`src/rtl/dov_regs.vh`:
```
// register map, field positions, reset values and encodings for the output
`ifndef DOV_REGS_VH
`define DOV_REGS_VH

// ****************************************************************
// register byte offsets
// ****************************************************************
`define OFS_CTRL       8'h00
`define OFS_ADDR       8'h04
`define OFS_STATUS     8'h08
`define OFS_INPUT      8'h0C
`define OFS_ADDR_MSB   7
`define OFS_ADDR_LSB   0

// ****************************************************************
// control register fields
// ****************************************************************
`define CTRL_X         0
`define CTRL_OUT_INV   1
`define CTRL_FB_INV    2
`define CTRL_FS_LSB    3
`define CTRL_FS_MSB    4
`define CTRL_SAFETY    5
`define CTRL_VALID     6
`define CTRL_REL_CONN  7
`define CTRL_DIS_CONN  8
`define CTRL_WIDTH     9
`define CTRL_RESET     9'h000

// failsafe choice encodings
`define FS_OFF         2'h0
`define FS_ON          2'h1
`define FS_HOLD        2'h2

// ****************************************************************
// address register fields: rack, module, channel, and feedback copy
// ****************************************************************
`define AD_RACK_LSB    0
`define AD_RACK_MSB    3
`define AD_MOD_LSB     4
`define AD_MOD_MSB     7
`define AD_CH_LSB      8
`define AD_CH_MSB      13
`define AD_FB_RACK_LSB 16
`define AD_FB_RACK_MSB 19
`define AD_FB_MOD_LSB  20
`define AD_FB_MOD_MSB  23
`define AD_FB_CH_LSB   24
`define AD_FB_CH_MSB   29
`define ADDR_RESET     32'h0101_0101
`define RACK_MIN       4'h1
`define RACK_MAX       4'hC
`define MOD_MIN        4'h1
`define MOD_MAX        4'hC
`define CH_MIN         6'h01
`define CH_MAX         6'h20

// ****************************************************************
// status register fields
// ****************************************************************
`define ST_OUT         0
`define ST_FAIL        1
`define ST_FEEDBACK_MODULE_ERROR      2
`define ST_MISMATCH    3
`define ST_LATCHED     4
`define ST_ADDR_OK     5
`define ST_WIDTH       6

// ****************************************************************
// scan tick period in clock cycles (evaluation rate)
// ****************************************************************
`define SCAN_CYCLES    16'h0010
`define SCAN_RESET     16'h0000

`endif

```
`src/rtl/validated_digital_output.v`:
```
// validated digital output channel with ahb-lite register slave
//
// The placing of the registers and register access over AHB-Lite were left to the implementer.
`timescale 1ns/1ps
module validated_digital_output
(
    // clock and reset
    input  wire        i_mclk,
    input  wire        i_srst,
    // ahb-lite slave
    input  wire        i_hsel,
    input  wire [31:0] i_haddr,
    input  wire [1:0]  i_htrans,
    input  wire        i_hwrite,
    input  wire [2:0]  i_hsize,
    input  wire [31:0] i_hwdata,
    input  wire        i_hready,
    output reg  [31:0] o_hrdata,
    output wire        o_hreadyout,
    output wire        o_hresp,
    // physical output module side
    input  wire        i_module_error,
    output reg         o_phys_out,
    output reg         o_channel_enable,
    // feedback input module side
    input  wire        i_feedback_raw,
    input  wire        i_feedback_module_error,
    // block pins
    input  wire        i_latch_release_in,
    input  wire        i_channel_disable_in,
    output reg         o_fail,
    output reg         o_feedback_module_error,
    output reg         o_readback_mismatch,
    // scan tick, for observation
    output wire        o_scan_tick
);
`include "dov_regs.vh"

    // ****************************************************************
    // declarations
    // ****************************************************************
    reg  [`CTRL_WIDTH-1:0] ctrl;        // software configuration
    reg  [31:0]            addr_cfg;    // output and feedback addresses
    reg                    out_val;     // block output value (pre-invert)
    reg                    hold_val;    // last good value for hold
    reg                    latched;     // failure latched state
    reg                    release_q;   // previous-tick release sample
    reg                    wr_pend;     // write data phase pending
    reg                    rd_pend;     // read data phase pending
    reg  [7:0]             ph_addr;     // captured address phase offset
    wire                   tick;        // scan tick strobe
    wire                   addr_ok;     // output address in range
    wire                   fb_addr_ok;  // feedback address in range
    wire                   rel_edge;    // release rising edge this tick
    wire                   fail_now;    // failure state after this tick
    wire                   disabled;    // channel disabled
    wire                   fb_val;      // readback after feedback invert
    wire                   written;     // value written to pin
    reg                    next_out;    // next block output value
    wire                   take;        // address phase accepted

    // ****************************************************************
    // helpers
    // ****************************************************************
    // decode failsafe choice into a value; safety mode always off
    function fs_value;
        input [1:0] choice;
        input       safety;
        input       held;
        begin
            if (safety)
                fs_value = 1'b0;
            else
            begin
                case (choice)
                    `FS_ON:   fs_value = 1'b1;
                    `FS_HOLD: fs_value = held;
                    default:  fs_value = 1'b0;
                endcase
            end
        end
    endfunction

    // ****************************************************************
    // sub blocks
    // ****************************************************************
    scan_ticker u_tick
    (
        .i_mclk (i_mclk),
        .i_srst (i_srst),
        .o_tick (tick)
    );

    // output channel address check
    addr_check u_addr
    (
        .i_rack    (addr_cfg[`AD_RACK_MSB:`AD_RACK_LSB]),
        .i_module  (addr_cfg[`AD_MOD_MSB:`AD_MOD_LSB]),
        .i_channel (addr_cfg[`AD_CH_MSB:`AD_CH_LSB]),
        .o_ok      (addr_ok)
    );

    // feedback channel address check
    addr_check u_fb_addr
    (
        .i_rack    (addr_cfg[`AD_FB_RACK_MSB:`AD_FB_RACK_LSB]),
        .i_module  (addr_cfg[`AD_FB_MOD_MSB:`AD_FB_MOD_LSB]),
        .i_channel (addr_cfg[`AD_FB_CH_MSB:`AD_FB_CH_LSB]),
        .o_ok      (fb_addr_ok)
    );

    assign o_scan_tick = tick;

    // ****************************************************************
    // channel decisions
    // ****************************************************************
    // disable pin only counts when marked connected
    assign disabled = ctrl[`CTRL_DIS_CONN] & i_channel_disable_in;
    // release edge found against previous tick sample, masked by disable
    assign rel_edge = i_latch_release_in & ~release_q
                      & ~disabled;
    // latched: stays set until release edge clears it and error is gone
    assign fail_now = ctrl[`CTRL_REL_CONN]
                      ? (i_module_error | (latched & ~rel_edge))
                      : i_module_error;
    assign fb_val   = i_feedback_raw ^ ctrl[`CTRL_FB_INV];
    assign written  = o_phys_out;

    // output value: normal follows x, failure takes failsafe
    always @*
    begin
        if (fail_now)
            next_out = fs_value(ctrl[`CTRL_FS_MSB:`CTRL_FS_LSB],
                                ctrl[`CTRL_SAFETY], hold_val);
        else
            next_out = ctrl[`CTRL_X];
    end

    // ****************************************************************
    // scan-rate evaluation
    // ****************************************************************
    // all pins and flags change only on tick, so a scan sees one view
    always @(posedge i_mclk)
    begin
        if (i_srst)
        begin
            out_val                 <= 1'b0;
            hold_val                <= 1'b0;
            latched                 <= 1'b0;
            release_q               <= 1'b0;
            o_phys_out              <= 1'b0;
            o_channel_enable        <= 1'b0;
            o_fail                  <= 1'b0;
            o_feedback_module_error <= 1'b0;
            o_readback_mismatch     <= 1'b0;
        end
        else if (tick)
        begin
            release_q <= i_latch_release_in;
            latched   <= ctrl[`CTRL_REL_CONN] & fail_now;
            o_fail    <= fail_now;
            out_val   <= next_out;
            // hold keeps the value just before failure
            if (!fail_now)
                hold_val <= ctrl[`CTRL_X];
            // bad address or disable: channel stays off
            o_channel_enable <= addr_ok & ~disabled;
            if (disabled || !addr_ok)
                o_phys_out <= 1'b0;
            else
                o_phys_out <= next_out ^ ctrl[`CTRL_OUT_INV];
            // validation only in the validated variant
            if (ctrl[`CTRL_VALID] && fb_addr_ok)
            begin
                o_feedback_module_error <= i_feedback_module_error;
                // compare against what was driven last scan
                o_readback_mismatch <= ~i_feedback_module_error
                                       & ~disabled
                                       & (fb_val != written);
            end
            else
            begin
                o_feedback_module_error <= 1'b0;
                o_readback_mismatch     <= 1'b0;
            end
        end
    end

    // ****************************************************************
    // ahb-lite slave: zero wait states, always okay
    // ****************************************************************
    assign o_hreadyout = 1'b1;
    assign o_hresp     = 1'b0;
    assign take        = i_hsel & i_hready & i_htrans[1];

    // address phase capture
    always @(posedge i_mclk)
    begin
        if (i_srst)
        begin
            wr_pend <= 1'b0;
            rd_pend <= 1'b0;
            ph_addr <= 8'h00;
        end
        else if (i_hready)
        begin
            wr_pend <= take & i_hwrite;
            rd_pend <= take & ~i_hwrite;
            ph_addr <= i_haddr[`OFS_ADDR_MSB:`OFS_ADDR_LSB];
        end
    end

    // data phase writes; unmapped offsets ignored
    always @(posedge i_mclk)
    begin
        if (i_srst)
        begin
            ctrl     <= `CTRL_RESET;
            addr_cfg <= `ADDR_RESET;
        end
        else if (wr_pend)
        begin
            case (ph_addr)
                `OFS_CTRL: ctrl     <= i_hwdata[`CTRL_WIDTH-1:0];
                `OFS_ADDR: addr_cfg <= i_hwdata;
                default:   ;
            endcase
        end
    end

    // read data registered at the address phase for zero-wait reply
    always @(posedge i_mclk)
    begin
        if (i_srst)
            o_hrdata <= 32'h0000_0000;
        else if (take && !i_hwrite)
        begin
            case (i_haddr[`OFS_ADDR_MSB:`OFS_ADDR_LSB])
                `OFS_CTRL:   o_hrdata <= {23'h00_0000, ctrl};
                `OFS_ADDR:   o_hrdata <= addr_cfg;
                `OFS_STATUS: o_hrdata <= {26'h000_0000, addr_ok,
                                          latched,
                                          o_readback_mismatch,
                                          o_feedback_module_error,
                                          o_fail, out_val};
                `OFS_INPUT:  o_hrdata <= {28'h000_0000,
                                          i_channel_disable_in,
                                          i_latch_release_in,
                                          i_feedback_module_error,
                                          i_feedback_raw};
                default:     o_hrdata <= 32'h0000_0000;
            endcase
        end
    end

endmodule // validated_digital_output

```
`src/rtl/scan_ticker.v`:
```
// scan tick generator: one pulse every scan period
`timescale 1ns/1ps
module scan_ticker
(
    // clock and reset
    input  wire        i_mclk,
    input  wire        i_srst,
    // tick out
    output wire        o_tick
);
`include "dov_regs.vh"

    reg [15:0] count;   // cycles since last tick

    // ****************************************************************
    // free running divider
    // ****************************************************************
    always @(posedge i_mclk)
    begin
        if (i_srst || count == `SCAN_CYCLES - 16'h0001)
            count <= `SCAN_RESET;
        else
            count <= count + 16'h0001;
    end

    // combinational handshake-like strobe, one cycle wide
    assign o_tick = (count == `SCAN_CYCLES - 16'h0001);

endmodule // scan_ticker

```
`src/rtl/addr_check.v`:
```
// range check of one rack/module/channel address triple
`timescale 1ns/1ps
module addr_check
(
    // address fields
    input  wire [3:0]  i_rack,
    input  wire [3:0]  i_module,
    input  wire [5:0]  i_channel,
    // verdict
    output wire        o_ok
);
`include "dov_regs.vh"

    // ****************************************************************
    // rack and module 1..12, channel 1..32
    // ****************************************************************
    assign o_ok = (i_rack    >= `RACK_MIN) && (i_rack    <= `RACK_MAX) &&
                  (i_module  >= `MOD_MIN)  && (i_module  <= `MOD_MAX)  &&
                  (i_channel >= `CH_MIN)   && (i_channel <= `CH_MAX);

endmodule // addr_check

```
`config.mk`:
```
export PLATFORM = sky130hd
export DESIGN_NAME = validated_digital_output
export DESIGN_NICKNAME = d
export VERILOG_FILES = /design/src/rtl/validated_digital_output.v /design/src/rtl/scan_ticker.v /design/src/rtl/addr_check.v
export VERILOG_INCLUDE_DIRS = /design/src /design/src/rtl
export SDC_FILE = /design/constraint.sdc
export NUM_CORES = 1
export LEC_CHECK = 0
export ABC_CLOCK_PERIOD_IN_PS = 2250
export BUFFER_PORTS_ARGS = -buffer_cell sky130_fd_sc_hd__buf_4
export CAP_MARGIN = 30
export CORE_ASPECT_RATIO = 1.2
export CORE_MARGIN = 5
export CORE_UTILIZATION = 52
export DETAILED_ROUTE_END_ITERATION = 8
export GPL_TIMING_DRIVEN = 0
export HOLD_SLACK_MARGIN = 0.06
export PLACE_DENSITY = 0.82
export SKIP_LAST_GASP = 1
export SYNTH_ARGS = -nofsm -noshare
export SYNTH_HDL_FRONTEND = slang
export SYNTH_SLANG_ARGS = --single-unit
```
`constraint.sdc`:
```
create_clock -name i_mclk -period 2.25 [get_ports i_mclk]
set_input_delay 0.45 -clock i_mclk [delete_from_list [all_inputs] [get_ports i_mclk]]
set_output_delay 0.45 -clock i_mclk [all_outputs]
set_load 0.05 [all_outputs]
```
# Word level (Yosys, flattened, before mapping)
# Cells that the tools add are included.
# totals
out_inout_bits	40
ramBits	0
latchBits	0
mem_count	0
in_bits	79
word_cells	84
regBits	107
romBits	0
# op_classes
n_eq_ne	8
order_cmp	12
mul	0
n_shift	0
div_mod_pow	0
reduce_logical	21
mux	8
n_addsub	1
n_bitwise	19
# op_table
cell	count
$pmux 32 s4	1
$add 16x1->16 const B	1
$eq 16x4->1 const B	1
$eq 8x3->1 const B	2
$eq 8x4->1 const B	2
$ge 4x1->1 const B	4
$le 4x4->1 const B	4
$logic_not 8->1	2
$ge 6x1->1 const B	2
$le 6x6->1 const B	2
$logic_and 1x1->1	12
$and 1x1->1	11
$mux 1	6
$reduce_and 2->1	3
$not 1->1	5
$eq 2x1->1 const B	1
$eq 2x2->1 const B	1
$logic_not 1->1	2
$logic_or 1x1->1	2
$pmux 1 s2	1
$xor 1x1->1	2
$ne 1x1->1	1
$or 1x1->1	1

# Longest topological paths before layout
# logic_depth
ltp_word	10
depth_mapped	7
ltp_nobuf	7

# By module
# From an unflattened synthesis, not the netlist that was laid out.
# unflattened
hier_cells	489
hier_area_um2	4576.9
# modules_own_cells
module	cells_each	n_inst	seq_area_each_um2	area_each_um2
validated_digital_output	389	1	1821.7	3694.8
scan_ticker	80	1	320.3	734.5
addr_check	10	2	0.0	73.8

# Worst setup path after synthesis
# OpenSTA, ideal clock, no wires.
# synth_timing
kind	reg-to-output
startpoint	register u_tick.count[0]
endpoint	output o_scan_tick
path_stages_with_launch	5
t_arrival_ps	1377
path_slack_ps	423
n_path_buf	0
path_cell_list	dfxtp_1 -> ha_1 -> and3_1 -> nand4_1 -> inv_2
# synth_via
elab_chain_len	1
# synth_lines
item	line	source
start, declared	scan_ticker.v:13	reg [15:0] count;
start signal, assigned	scan_ticker.v:21	count <= `SCAN_RESET;
start signal, assigned	scan_ticker.v:23	count <= count + 16'h0001;
$eq 16x4->1	scan_ticker.v:27	assign o_tick = (count == `SCAN_CYCLES - 16'h0001);
end, declared	validated_digital_output.v:35	output wire o_scan_tick
# No other way between the ends.

# Worst setup path after layout
# layout_timing
startpoint	register u_tick.count[7]
endpoint	output o_scan_tick
# The elaborated chain is that of the path after synthesis.

==> flow_summary.ini <==
[run_status]
outcome = finished, final reports clean

[floorplanning]
die_w_um = 93.4
fp.dieArea_um2 = 10300
start_util_pct = 53.3
die_y_um = 110
core_area_um2 = 8150
ios = 119
rows = 36

[power_and_ir_drop]
p_int_w = 0.00274
seqPwrFrac_pct = 54.7
switching_power_w = 0.000767
p_leak_nw = 2.08
ir_drop_v = 0.000346
powerDensity_nw_per_um2 = 649
power_frac_comb_pct = 5.8
clock_power_share_pct = 39.4
switching_share_pct = 21.9

[grt]
grt_pass1_vias = 3770
globalRouteOverflowTotal = 0
antenna_found_initial = 0
grt_start_max_net_pins = 18
grt_pass1_wl_um = 18300
grt_usage_pct = 22.6

[logic_synthesis]
synth_nets = 569
syn_area_um2 = 4340
synth_area_leader_cell = dfxtp_1
netlist.area_leader.share_pct = 49.3
syn-instance-count = 487
netlist_top_cells_count = 107 x dfxtp_1, 78 x nand2_1, 70 x nor2_1, 42 x a21oi_1, 28 x a22oi_1
ys_top_cells_by_area = dfxtp_1 49%, nand2_1 6.7%, nor2_1 6.0%
synth_ff_type = dfxtp_1
synth_edf_count = 0
ys_ff_latch = 107
synth_most_common_cell = dfxtp_1
ys_seq_area_share_pct = 49.3
yosysUniqueCellTypes = 46
synth_warnings = 0
avgSynthCellArea_um2 = 8.92
async_reset_ff_share_pct = 0

[clocking]
cts_tree = yes
root_buffer = clkbuf_8
clock_sinks = 107
clk_latency_ns = 0.37
htree_levels = 3
cts_made_buffers = 9
cts_hold_buf = 0
clockBufferDepth = 2
clk_pin_slew_ns = 0.10

[sta]
final-setup-viol-count = 0
relSlewSlack_pct = 58.9
worst_slew_pin_slew_ns = 0.617
fmax_mhz = 473
rsz0062_at_grt = false
fin_setup_tns_ns = 0
hold_viol = 0
drv_slew = 0
post-route-min-period_ns = 2.11
fin_hold_ws_ns = 0.299
fin_crit_sh_pct = 93.9
skew_ns = 0.00947

[layout]
drive_gt1_share_pct = 22.1
antennaDiodeCount = 0
finish.instance_area_um2 = 5410
area_delta_synth_final_pct = 24.5
fin_nets = 670

[worst_setup_path]
critical_path_class = reg2out
cp.required_ns = 1.80
arrival_ns = 1.66
worstReg2RegStart = ph_addr[7]
path_buf_inv = 2
start_kind = register
worstPathCellList = nor4_1, nand4_1, inv_2, buf_4
rr_worst_depth = 6
crit_family = simple AND/OR/NAND/NOR gates
rr_endpoint = addr_cfg[28]
r2r_slack_ns = 0.33
slowest_stage = dfxtp_1
crit_path_end_kind = output port
cp_max_fo = 6
worst_path_largest_cell_delay_ns = 0.38

[routing]
wl_per_cell_um = 15.7
met2WireLength_um = 5650
highest_layer = met4
met1_length_um = 4510
drt-total-wl_um = 11100
drc = 0
via_count = 3866
firstDrtPassIters = 5
via_per_inst = 5.47
drtIter0Drc = 250
drtAntennaViolNets = 0
dr_wl_met3_um = 674

[min_path]
min_to = addr_cfg[16]
whs_path_depth = 3
min_path_type = in2reg
hold_start = i_hwdata[16]

[placement]
placed_cell_area_um2 = 5150
portBuffers = 88
gp_congestion = 0.908
dpl.hpwl_um = 8500

[run]
maxCapViolations = 0
[registers in the layout, indices dropped and copies added (netlist names)]
register,flops
addr_cfg,32
ctrl,9
hold_val,1
latched,1
o_channel_enable,1
o_fail,1
o_feedback_module_error,1
o_hrdata,32
o_phys_out,1
o_readback_mismatch,1
out_val,1
ph_addr,8
release_q,1
u_tick.count,16
wr_pend,1
[per-stage QoR]
stage               total power (W)  std cells  setup slack [ns]  util (%)
floorplan                   0.00206        487             0.423         -
global placement            0.00216        689            0.0779      63.1
detailed placement          0.00217        689            0.0519      63.1
CTS                         0.00352        707            0.0908      66.3
global route                0.00363        707            0.0188      66.3
finish                      0.00351        707             0.138      66.3
[what timing repair did]
| action | in CTS | in global routing |
|---|---|---|
| buffers inserted | 2 | 0 |
| gates resized for setup | 0 | 2 |
| pin swaps | 0 | 0 |
| endpoints found under the setup margin | 1 | 1 |
[tightest hold or removal path, stage by stage]
cell      delay, ns
buf_4          0.08
nand2_1        0.04
nand3b_1       0.07
[cell usage in the layout, fill, tap and decap left out, drive strengths merged, types with 3 or more instances in the layout]
cell type	Yosys	routed
ha	3	3
mux4	4	4
nand2b	4	4
xnor2	12	12
nand3	8	8
a22oi	28	28
bufinv	0	3
nand4	7	7
nor3	9	9
nand3b	5	5
or4	8	8
inv	7	7
buf	12	102
o211ai	5	5
nand2	79	79
dfxtp	107	107
and3	7	7
nor4	7	7
nor2	72	72
a21oi	42	42
clkbuf	16	25
clkinv	0	3
mux2i	23	23
xor2	4	4
[worst max path at each step]
stage          slack, ns          end             from  depth (start not counted)
2_1_floorplan       0.42  o_scan_tick  u_tick.count[0]                          4
3_3_place_gp        0.08  o_scan_tick  u_tick.count[0]                          5
3_5_place_dp        0.05  o_scan_tick  u_tick.count[0]                          5
4_1_cts             0.09  o_scan_tick  u_tick.count[0]                          5
5_1_grt             0.02  o_scan_tick  u_tick.count[7]                          4
6_report            0.14  o_scan_tick  u_tick.count[7]                          4
[power by group through the flow]
| stage | clock, W | combinational (W) | sequential, W |
|---|---|---|---|
| CTS | 0.00140 | 0.000204 | 0.00192 |
| global route | 0.00148 | 0.000222 | 0.00192 |
| finish | 0.00138 | 0.000205 | 0.00192 |
| global placement | 0 | 0.000197 | 0.00196 |
| detailed placement | 0 | 0.000202 | 0.00196 |
| floorplan | 0 | 0.0000946 | 0.00196 |
[cell type report]
cell class,instances,area (um2)
Clock buffer,9,124
Tap cell,114,143
Inverter,7,26.3
Buffer,28,126
Sequential cell,107,2140
Clock inverter,7,116
Multi-Input combinational cell,345,2050
Fill cell,693,2750
Timing Repair Buffer,90,676
[per-layer routing]
layer | up-vias | global-route usage, %
li1 | 1892 | -
met1 | 1832 | 27.5
met2 | 120 | 39.6
met3 | 22 | 3.67
met4 | 0 | 9.32
met5 | - | 0
[kinds of logic (layout without fill, tap and decap cells)]
logic type      count (synthesis)  after routing  share of synthesized area (%)
other cells                     2              2                          0.173
simple gates                  212            212                           22.9
xor+xnor                       16             16                           3.23
mux                            27             27                           7.37
flops                         107            107                           49.3
fa+ha+maj                       3              3                          0.864
compound gates                 85             85                           12.7
buf+inv                        35            141                           3.51
Power figures use the tool's default switching activity.
